$ cat src/include/qbpc_pkg.sv
package qbpc_pkg;
    // Pad count and interrupt field width
    localparam int NUM_PADS = 6;
    localparam int BITS_PER_PAD = 4;
    localparam int IRQ_BITS = 24;
    // Register byte offsets
    localparam logic [7:0] OFF_CLOCK_CTRL = 8'h04;
    localparam logic [7:0] OFF_SELECT_CTRL = 8'h0c;
    localparam logic [7:0] OFF_DATA0_CTRL = 8'h14;
    localparam logic [7:0] OFF_DATA1_CTRL = 8'h1c;
    localparam logic [7:0] OFF_DATA2_CTRL = 8'h24;
    localparam logic [7:0] OFF_DATA3_CTRL = 8'h2c;
    localparam logic [7:0] OFF_RAW_IRQ = 8'h30;
    localparam logic [7:0] OFF_CPU0_ENABLE = 8'h34;
    localparam logic [7:0] OFF_CPU0_FORCE = 8'h38;
    localparam logic [7:0] OFF_CPU0_STATUS = 8'h3c;
    // Control field positions
    localparam int FUNC_LSB = 0;
    localparam int OUT_OVR_LSB = 8;
    localparam int OE_OVR_LSB = 12;
    localparam int IN_OVR_LSB = 16;
    localparam int IRQ_OVR_LSB = 28;
    // Detector bit positions within a pad nibble
    localparam int DET_LEVEL_LOW = 0;
    localparam int DET_LEVEL_HIGH = 1;
    localparam int DET_EDGE_LOW = 2;
    localparam int DET_EDGE_HIGH = 3;
    // Reset values
    localparam logic [4:0] FUNC_NONE = 5'h1f;
    localparam logic [1:0] OVR_RESET = 2'h0;
    localparam logic [23:0] IRQ_RESET = 24'h00_0000;
    // Writable mask of a control register
    localparam logic [31:0] CTRL_MASK = 32'h3003_331f;
    // Edge bits of the raw register
    localparam logic [23:0] EDGE_MASK = 24'hcc_cccc;
    // Override codes
    typedef enum logic [1:0] {
        QBPC_OVR_PASS = 2'b00,
        QBPC_OVR_INVERT = 2'b01,
        QBPC_OVR_LOW = 2'b10,
        QBPC_OVR_HIGH = 2'b11
    } qbpc_ovr_t;
endpackage

$ cat src/design/qbpc_top.sv
`timescale 1ns/10ps
// Contract
// - Interrupt override: pass, invert, low, high
// - Peripheral input override: pass, invert, low, high
// - Output enable override: pass, invert, off, on
// - Output value override: pass, invert, low, high
// - Five-bit function select resets to 31
// - Edge flags latch; write one clears
// - Level bits read-only, follow pad level after interrupt override
// - Four bits per pad, clock pad lowest
// - Processor-0 enable mask, resets zero
// - Processor-0 force register, resets zero
// - Status is raw AND enable OR force
module qbpc_top
    import qbpc_pkg::*;
(
    input wire logic ref_clk_i,
    input wire logic rst_b_i,
    // Wishbone slave
    input wire logic wb_cyc_i,
    input wire logic wb_stb_i,
    input wire logic wb_we_i,
    input wire logic [7:0] wb_adr_i,
    input wire logic [3:0] wb_sel_i,
    input wire logic [31:0] wb_dat_i,
    output logic [31:0] wb_dat_o,
    output logic wb_ack_o,
    // Pad side, clock pad is bit 0
    input wire logic [5:0] pad_in_i,
    output logic [5:0] pad_out_o,
    output logic [5:0] pad_oe_o,
    // Selected peripheral side
    input wire logic [5:0] peri_out_i,
    input wire logic [5:0] peri_oe_i,
    output logic [5:0] peri_in_o,
    output logic [29:0] func_sel_o,
    // Processor-0 interrupt
    output logic cpu0_irq_o
);
    // All module state
    typedef struct packed {
        logic [5:0] sync1;
        logic [5:0] sync2;
        logic [5:0] sync3;
        logic [5:0] level;
        logic [5:0][31:0] ctrl;
        logic [23:0] edges;
        logic [23:0] enable;
        logic [23:0] force_bits;
        logic ack;
        logic [31:0] rdata;
        logic [5:0] pout;
        logic [5:0] poe;
        logic [5:0] pin;
        logic irq;
    } qbpc_state_t;

    qbpc_state_t cur;
    qbpc_state_t next_cur;

    // Control register reset value
    localparam logic [31:0] CTRL_RESET = {27'h000_0000, FUNC_NONE};

    // Apply a two-bit override to one signal
    function automatic logic apply_ovr(input logic [1:0] code,
                                       input logic value);
        logic result;
        result = value;
        unique case (qbpc_ovr_t'(code))
            QBPC_OVR_PASS: result = value;
            QBPC_OVR_INVERT: result = ~value;
            QBPC_OVR_LOW: result = 1'b0;
            QBPC_OVR_HIGH: result = 1'b1;
        endcase
        return result;
    endfunction

    // Byte-enable merge of a write
    function automatic logic [31:0] merge(input logic [31:0] old,
                                          input logic [31:0] wd,
                                          input logic [3:0] sel);
        logic [31:0] r;
        r = old;
        for (int b = 0; b < 4; b++) begin
            if (sel[b]) begin
                r[b*8 +: 8] = wd[b*8 +: 8];
            end
        end
        return r;
    endfunction

    // Combinational view of pad interrupts and status
    logic [23:0] raw_irq;
    logic [23:0] status;
    logic [5:0] pad_irq;
    logic bus_req;
    logic bus_write;
    logic [31:0] wmask;

    always_comb begin
        wmask = merge(32'h0000_0000, 32'hffff_ffff, wb_sel_i);
        bus_req = wb_cyc_i && wb_stb_i && !cur.ack;
        bus_write = bus_req && wb_we_i;
        raw_irq = cur.edges;
        for (int p = 0; p < NUM_PADS; p++) begin
            pad_irq[p] = apply_ovr(cur.ctrl[p][IRQ_OVR_LSB +: 2],
                                   cur.level[p]);
            raw_irq[p*BITS_PER_PAD + DET_LEVEL_LOW] = ~pad_irq[p];
            raw_irq[p*BITS_PER_PAD + DET_LEVEL_HIGH] = pad_irq[p];
        end
        status = (raw_irq & cur.enable) | cur.force_bits;
    end

    // Next-state logic
    always_comb begin
        next_cur = cur;
        // Pad synchroniser; change counts when stages two and three agree
        next_cur.sync1 = pad_in_i;
        next_cur.sync2 = cur.sync1;
        next_cur.sync3 = cur.sync2;
        for (int p = 0; p < NUM_PADS; p++) begin
            if (cur.sync2[p] == cur.sync3[p]) begin
                next_cur.level[p] = cur.sync3[p];
            end
        end
        for (int p = 0; p < NUM_PADS; p++) begin
            if (bus_write && wb_adr_i == OFF_RAW_IRQ) begin
                next_cur.edges = next_cur.edges & ~(wb_dat_i[23:0]
                    & wmask[23:0] & EDGE_MASK);
            end
        end
        for (int p = 0; p < NUM_PADS; p++) begin
            // Set wins over a same-cycle clear
            if (next_cur.level[p] != cur.level[p]) begin
                if (apply_ovr(cur.ctrl[p][IRQ_OVR_LSB +: 2],
                              next_cur.level[p])) begin
                    next_cur.edges[p*BITS_PER_PAD + DET_EDGE_HIGH] = 1'b1;
                end else begin
                    next_cur.edges[p*BITS_PER_PAD + DET_EDGE_LOW] = 1'b1;
                end
            end
        end
        // Bus write to a control, enable or force register
        if (bus_write) begin
            for (int p = 0; p < NUM_PADS; p++) begin
                if (wb_adr_i == OFF_CLOCK_CTRL + 8'(p * 8)) begin
                    next_cur.ctrl[p] = merge(cur.ctrl[p], wb_dat_i,
                                             wb_sel_i) & CTRL_MASK;
                end
            end
            if (wb_adr_i == OFF_CPU0_ENABLE) begin
                next_cur.enable = 24'(merge({8'h00, cur.enable},
                                            wb_dat_i, wb_sel_i));
            end
            if (wb_adr_i == OFF_CPU0_FORCE) begin
                next_cur.force_bits = 24'(merge({8'h00, cur.force_bits},
                                                wb_dat_i, wb_sel_i));
            end
        end
        // Read mux, unmapped reads return zero
        next_cur.rdata = 32'h0000_0000;
        if (bus_req && !wb_we_i) begin
            for (int p = 0; p < NUM_PADS; p++) begin
                if (wb_adr_i == OFF_CLOCK_CTRL + 8'(p * 8)) begin
                    next_cur.rdata = cur.ctrl[p];
                end
            end
            unique case (wb_adr_i)
                OFF_RAW_IRQ: next_cur.rdata = {8'h00, raw_irq};
                OFF_CPU0_ENABLE: next_cur.rdata = {8'h00, cur.enable};
                OFF_CPU0_FORCE: next_cur.rdata = {8'h00, cur.force_bits};
                OFF_CPU0_STATUS: next_cur.rdata = {8'h00, status};
                default: ;
            endcase
        end
        // One-cycle ack, every address answered
        next_cur.ack = bus_req;
        // Pad and peripheral paths
        for (int p = 0; p < NUM_PADS; p++) begin
            next_cur.pout[p] = apply_ovr(cur.ctrl[p][OUT_OVR_LSB +: 2],
                                         peri_out_i[p]);
            next_cur.poe[p] = apply_ovr(cur.ctrl[p][OE_OVR_LSB +: 2],
                                        peri_oe_i[p]);
            next_cur.pin[p] = apply_ovr(cur.ctrl[p][IN_OVR_LSB +: 2],
                                        cur.level[p]);
        end
        next_cur.irq = |status;
    end

    // State register
    always_ff @(posedge ref_clk_i or negedge rst_b_i) begin
        if (!rst_b_i) begin
            cur <= '0;
            for (int p = 0; p < NUM_PADS; p++) begin
                cur.ctrl[p] <= CTRL_RESET;
            end
        end else begin
            cur <= next_cur;
        end
    end

    // Outputs
    always_comb begin
        wb_dat_o = cur.rdata;
        wb_ack_o = cur.ack;
        pad_out_o = cur.pout;
        pad_oe_o = cur.poe;
        peri_in_o = cur.pin;
        cpu0_irq_o = cur.irq;
        for (int p = 0; p < NUM_PADS; p++) begin
            func_sel_o[p*5 +: 5] = cur.ctrl[p][FUNC_LSB +: 5];
        end
    end

    // Assertions
    property p_irq_ovr;
        @(posedge ref_clk_i) disable iff (!rst_b_i)
        (cur.ctrl[0][IRQ_OVR_LSB +: 2] == 2'b11) |-> raw_irq[1];
    endproperty
    a_irq_ovr: assert property (p_irq_ovr)
        else $error("forced high interrupt not seen");

    property p_in_ovr;
        @(posedge ref_clk_i) disable iff (!rst_b_i)
        (cur.ctrl[0][IN_OVR_LSB +: 2] == 2'b01) ##1
        ($stable(cur.ctrl[0]) && $stable(cur.level))
        |-> peri_in_o[0] == ~cur.level[0];
    endproperty
    a_in_ovr: assert property (p_in_ovr)
        else $error("input invert wrong");

    property p_oe_ovr;
        @(posedge ref_clk_i) disable iff (!rst_b_i)
        (cur.ctrl[0][OE_OVR_LSB +: 2] == 2'b10) |=> !pad_oe_o[0];
    endproperty
    a_oe_ovr: assert property (p_oe_ovr)
        else $error("disabled output enable high");

    property p_out_pass;
        @(posedge ref_clk_i) disable iff (!rst_b_i)
        (cur.ctrl[3][OUT_OVR_LSB +: 2] == 2'b00)
        |=> pad_out_o[3] == $past(peri_out_i[3]);
    endproperty
    a_out_pass: assert property (p_out_pass)
        else $error("output pass wrong");

    property p_func_reset;
        @(posedge ref_clk_i) disable iff (!rst_b_i)
        $rose(rst_b_i) |-> func_sel_o[4:0] == FUNC_NONE;
    endproperty
    a_func_reset: assert property (p_func_reset)
        else $error("function select reset wrong");

    property p_edge_sticky;
        @(posedge ref_clk_i) disable iff (!rst_b_i)
        (cur.edges[3] && !(bus_write && wb_adr_i == OFF_RAW_IRQ))
        |=> cur.edges[3];
    endproperty
    a_edge_sticky: assert property (p_edge_sticky)
        else $error("edge flag lost without clear");

    // Rising select pad at pass override sets its flag
    property p_edge_set;
        @(posedge ref_clk_i) disable iff (!rst_b_i)
        $rose(cur.level[1]) && $past(cur.ctrl[1][IRQ_OVR_LSB +: 2]) == 2'b00
        |-> cur.edges[BITS_PER_PAD + DET_EDGE_HIGH];
    endproperty
    a_edge_set: assert property (p_edge_set)
        else $error("rising edge flag not set");

    property p_level;
        @(posedge ref_clk_i) disable iff (!rst_b_i)
        raw_irq[4] != raw_irq[5];
    endproperty
    a_level: assert property (p_level)
        else $error("level bits not complementary");

    property p_reserved;
        @(posedge ref_clk_i) disable iff (!rst_b_i)
        wb_ack_o && $past(wb_adr_i) == OFF_CPU0_STATUS
        |-> wb_dat_o[31:24] == 8'h00;
    endproperty
    a_reserved: assert property (p_reserved)
        else $error("reserved bits nonzero");

    property p_status;
        @(posedge ref_clk_i) disable iff (!rst_b_i)
        wb_ack_o && !$past(wb_we_i) && $past(wb_adr_i) == OFF_CPU0_STATUS
        |-> wb_dat_o == {8'h00, $past(raw_irq) & $past(cur.enable)
                         | $past(cur.force_bits)};
    endproperty
    a_status: assert property (p_status)
        else $error("status mismatch");

    property p_force;
        @(posedge ref_clk_i) disable iff (!rst_b_i)
        (cur.force_bits != 24'h00_0000) |=> cpu0_irq_o;
    endproperty
    a_force: assert property (p_force)
        else $error("force did not raise interrupt");

    property p_enable_zero;
        @(posedge ref_clk_i) disable iff (!rst_b_i)
        (cur.enable == 24'h00_0000 && cur.force_bits == 24'h00_0000)
        |=> !cpu0_irq_o;
    endproperty
    a_enable_zero: assert property (p_enable_zero)
        else $error("interrupt with nothing enabled");

    property p_irq_line;
        @(posedge ref_clk_i) disable iff (!rst_b_i)
        cpu0_irq_o == ($past(status) != 24'h00_0000);
    endproperty
    a_irq_line: assert property (p_irq_line)
        else $error("interrupt line mismatch");

    property p_ack_one;
        @(posedge ref_clk_i) disable iff (!rst_b_i)
        wb_ack_o |=> !wb_ack_o;
    endproperty
    a_ack_one: assert property (p_ack_one)
        else $error("ack longer than one cycle");

    // Cover main scenarios
    c_rise: cover property (@(posedge ref_clk_i) $rose(cur.edges[3]));
    c_irq: cover property (@(posedge ref_clk_i) $rose(cpu0_irq_o));
    c_clear: cover property (@(posedge ref_clk_i) $fell(cur.edges[2]));
    c_force: cover property (@(posedge ref_clk_i) |cur.force_bits);
    c_read: cover property (@(posedge ref_clk_i)
        wb_ack_o && !wb_we_i);
endmodule

$ cat config.mk
export PLATFORM = sky130hd
export DESIGN_NAME = qbpc_top
export DESIGN_NICKNAME = d
export VERILOG_FILES = /design/src/include/qbpc_pkg.sv /design/src/design/qbpc_top.sv
export SDC_FILE = /design/constraint.sdc
export NUM_CORES = 1
export LEC_CHECK = 0
export ABC_AREA = 1
export BUFFER_PORTS_ARGS = -buffer_cell sky130_fd_sc_hd__buf_2
export CELL_PAD_IN_SITES_DETAIL_PLACEMENT = 2
export CELL_PAD_IN_SITES_GLOBAL_PLACEMENT = 2
export CORE_ASPECT_RATIO = 1.25
export CORE_UTILIZATION = 37
export DETAILED_ROUTE_END_ITERATION = 7
export PLACE_DENSITY_LB_ADDON = 0.05
export SYNTH_ARGS = -nofsm -noshare
export SYNTH_HDL_FRONTEND = slang
export SYNTH_SLANG_ARGS = --single-unit
$ cat constraint.sdc
create_clock -name ref_clk_i -period 2.41 [get_ports ref_clk_i]
set_input_delay 0.6025 -clock ref_clk_i [delete_from_list [all_inputs] [get_ports ref_clk_i]]
set_output_delay 0.6025 -clock ref_clk_i [all_outputs]
set_load 0.005 [all_outputs]
==> results.json <==
{
  "status": "completed",
  "critical_path.max_fanout": 3,
  "layout_common_cells": "359 x nand2_1, 178 x dfrtp_1, 157 x o21ai_0",
  "dieArea_sq_mm": 0.02863,
  "yosys.area_share.adder_pct": 0,
  "ir_drop_uv": 589.5,
  "fmax_mhz": 552.9,
  "share_seq_of_total_power_pct": 46.2,
  "start_kind": "flop",
  "final_core_util_pct": 43.15,
  "path_class": "reg -> out",
  "io_buffers": 136,
  "setup_slack_ps": 601.2,
  "synthCells": 1269,
  "rows": 68,
  "dpl.hpwl_um": 25410,
  "grt_usage_pct": 25.10,
  "synth_top_family_by_area": "simple AND/OR/NAND/NOR gates",
  "switchingPower_mw": 1.897,
  "initial_core_util_pct": 37.51,
  "finalPower_mw": 7.822,
  "cp.arrival_ps": 1210,
  "layout.nets": 1439,
  "p_sw_share_pct": 24.25,
  "cts_resized": 0,
  "powerDensity_mw_per_mm2": 657.6,
  "finClkSkew_ps": 10.20,
  "overflow": 0,
  "coreArea_sq_mm": 0.02757,
  "synth-compound-area-share_pct": 12.06,
  "yosysSeqAreaShare_pct": 50.70,
  "synthMuxAreaShare_pct": 0,
  "drtIter0Drc": 318,
  "synth-seq-cells": 208,
  "synth_simple_gate_area_share_pct": 23.00,
  "grt_max_degree": 50,
  "cts_tree": "built",
  "finalWirelength_um": 34340,
  "cts_sinks": 208,
  "path_cells": "buf_2",
  "synth-xor-area-share_pct": 1.525,
  "rr_startpoint": "wb_ack_o",
  "syn_to_final_growth_pct": 15.03,
  "final-setup-viol-count": 0,
  "cts_setup_buffers": 0,
  "post-route-period-util_pct": 75.05,
  "synth_area_per_cell_sq_um": 8.149,
  "r2r_cells": 6,
  "endpoint_kind": "output port",
  "cts_hold_buf": 0,
  "min_period_ps": 1809,
  "clkTransAtPathRegs_ps": 60,
  "die_w_um": 151.5,
  "wl_per_cell_um": 19.74,
  "slew_headroom_pct": 66.09,
  "num_vias": 8837,
  "ioPinCount": 149,
  "clock_latency_ps": 530,
  "critical_path_depth": 1,
  "synth_area_sq_mm": 0.01034,
  "grt_setup_unrepaired": "false",
  "p_int_mw": 5.925,
  "place.gp.congestion": 0.7961,
  "dr.pass1.iters": 4,
  "yosysTopAreaCell": "dfrtp_1",
  "cp.buffers_inverters": 1,
  "cts_buffer_depth": 3,
  "antenna_cells": 0,
  "timing.rr.end": "cur[88]",
  "layout_commonest_cell": "nand2_1",
  "grt_pass1_vias": 9854,
  "grt_pass1_wl_um": 54650,
  "worst_pin_slew_ps": 503.4,
  "antenna_found_initial": 0,
  "setup_tns_ps": 0,
  "crit_family": "flip-flops",
  "htree_num_levels": 1,
  "cts-root-buf": "clkbuf_16",
  "worst_path_max_delay_cell": "dfstp_2",
  "route.detailed.drc": 0,
  "clkPwrFrac_pct": 47.4,
  "cp.required_ps": 1810,
  "avgViaCountPerCell": 5.082,
  "drv_slew": 0,
  "yosysWarnings": 0,
  "preCtsSetupSlack_ps": 149.9,
  "power.leakage_nw": 5.767,
  "ant_nets": 0,
  "chipHeight_um": 188.9,
  "ys_types": 33,
  "pwr-share-comb_pct": 6.4,
  "drive_above_1_share_pct": 21.31,
  "slowest_delay_ps": 560,
  "hold_viol": 0,
  "reg2reg_slack_ps": 630,
  "cts_buffers": 24,
  "synthTopCellsByArea": "dfrtp_1 43%, nand2_1 13%, dfstp_2 7.6%, o21ai_0 7.6%, buf_4 6.2%",
  "hp-class": "in -> async",
  "maxCapViolCount": 0,
  "yosys.area.top_type_share_pct": 43.07
}
[worst max-delay path by stage]
stage                        start              to  slack, ps
floorplan              wb_adr_i[2]         cur[60]        700
global placement       wb_adr_i[3]  func_sel_o[10]        210
detailed placement     wb_adr_i[3]  func_sel_o[11]        150
CTS                 func_sel_o[28]  func_sel_o[28]        580
global route              wb_ack_o         cur[85]        490
finish              func_sel_o[28]  func_sel_o[28]        600
[through the flow]
stage	cells	hold WS, ps	cell area (sq um)
after floorplan	1274	306.9	10360
after global placement	1696	332.3	11090
after detailed placement	1696	336.2	11090
after CTS	1739	39.52	11900
after global routing	1739	54.99	11900
final	1739	35.85	11900
[Yosys cell counts (all sizes together)]
| cell type | count |
|---|---|
| dfrtp | 178 |
| clkbuf | 2 |
| inv | 153 |
| or2 | 2 |
| o21ai | 197 |
| a41oi | 2 |
| o21bai | 2 |
| nor2 | 92 |
| conb | 1 |
| nand4 | 8 |
| xnor2 | 6 |
| buf | 99 |
| nand3 | 60 |
| and3 | 1 |
| dfstp | 30 |
| xor2 | 12 |
| a21oi | 34 |
| nand3b | 1 |
| o22ai | 4 |
| nand2 | 381 |
| o21a | 1 |
| a311oi | 3 |
[final cells by class]
type,count,area (sq um)
fill,3208,15670
sequential,208,5243
multi-input combinational,812,3806
timing repair buffer,173,1030
clock buffer,36,737.0
inverter,153,576.8
tap,350,437.9
clock inverter,7,65.06
[sequential cells by signal, summed over array words and instances (netlist names)]
| name | cells |
|---|---|
| pad_oe_o | 6 |
| peri_in_o | 6 |
| wb_dat_o | 26 |
| func_sel_o | 30 |
| pad_out_o | 6 |
| wb_ack_o | 1 |
| cur | 132 |
| cpu0_irq_o | 1 |
[power by group through the flow]
stage | Combinational [mW] | Clock [mW] | Sequential (mW)
5_1_grt | 0.567 | 3.93 | 3.62
3_3_place_gp | 0.494 | 0 | 3.67
6_report | 0.501 | 3.71 | 3.61
3_5_place_dp | 0.509 | 0 | 3.67
2_1_floorplan | 0.264 | 0 | 3.66
4_1_cts | 0.516 | 3.80 | 3.61
[logic make-up after synthesis]
group	count (synthesis)
other cells	1
compound gates	243
flops	208
simple gates	545
buf+inv	254
xor+xnor	18
[routing by layer]
metal | global-route usage [%] | part of all wire, % | wire length (um)
met1 | 30.62 | 42 | 14340
met2 | 46.36 | 53 | 18260
met3 | 2.530 | 2.8 | 956
met4 | 6.512 | 2.3 | 778
met5 | 0 | 0 | 0
(Power assumes the default switching activity.)
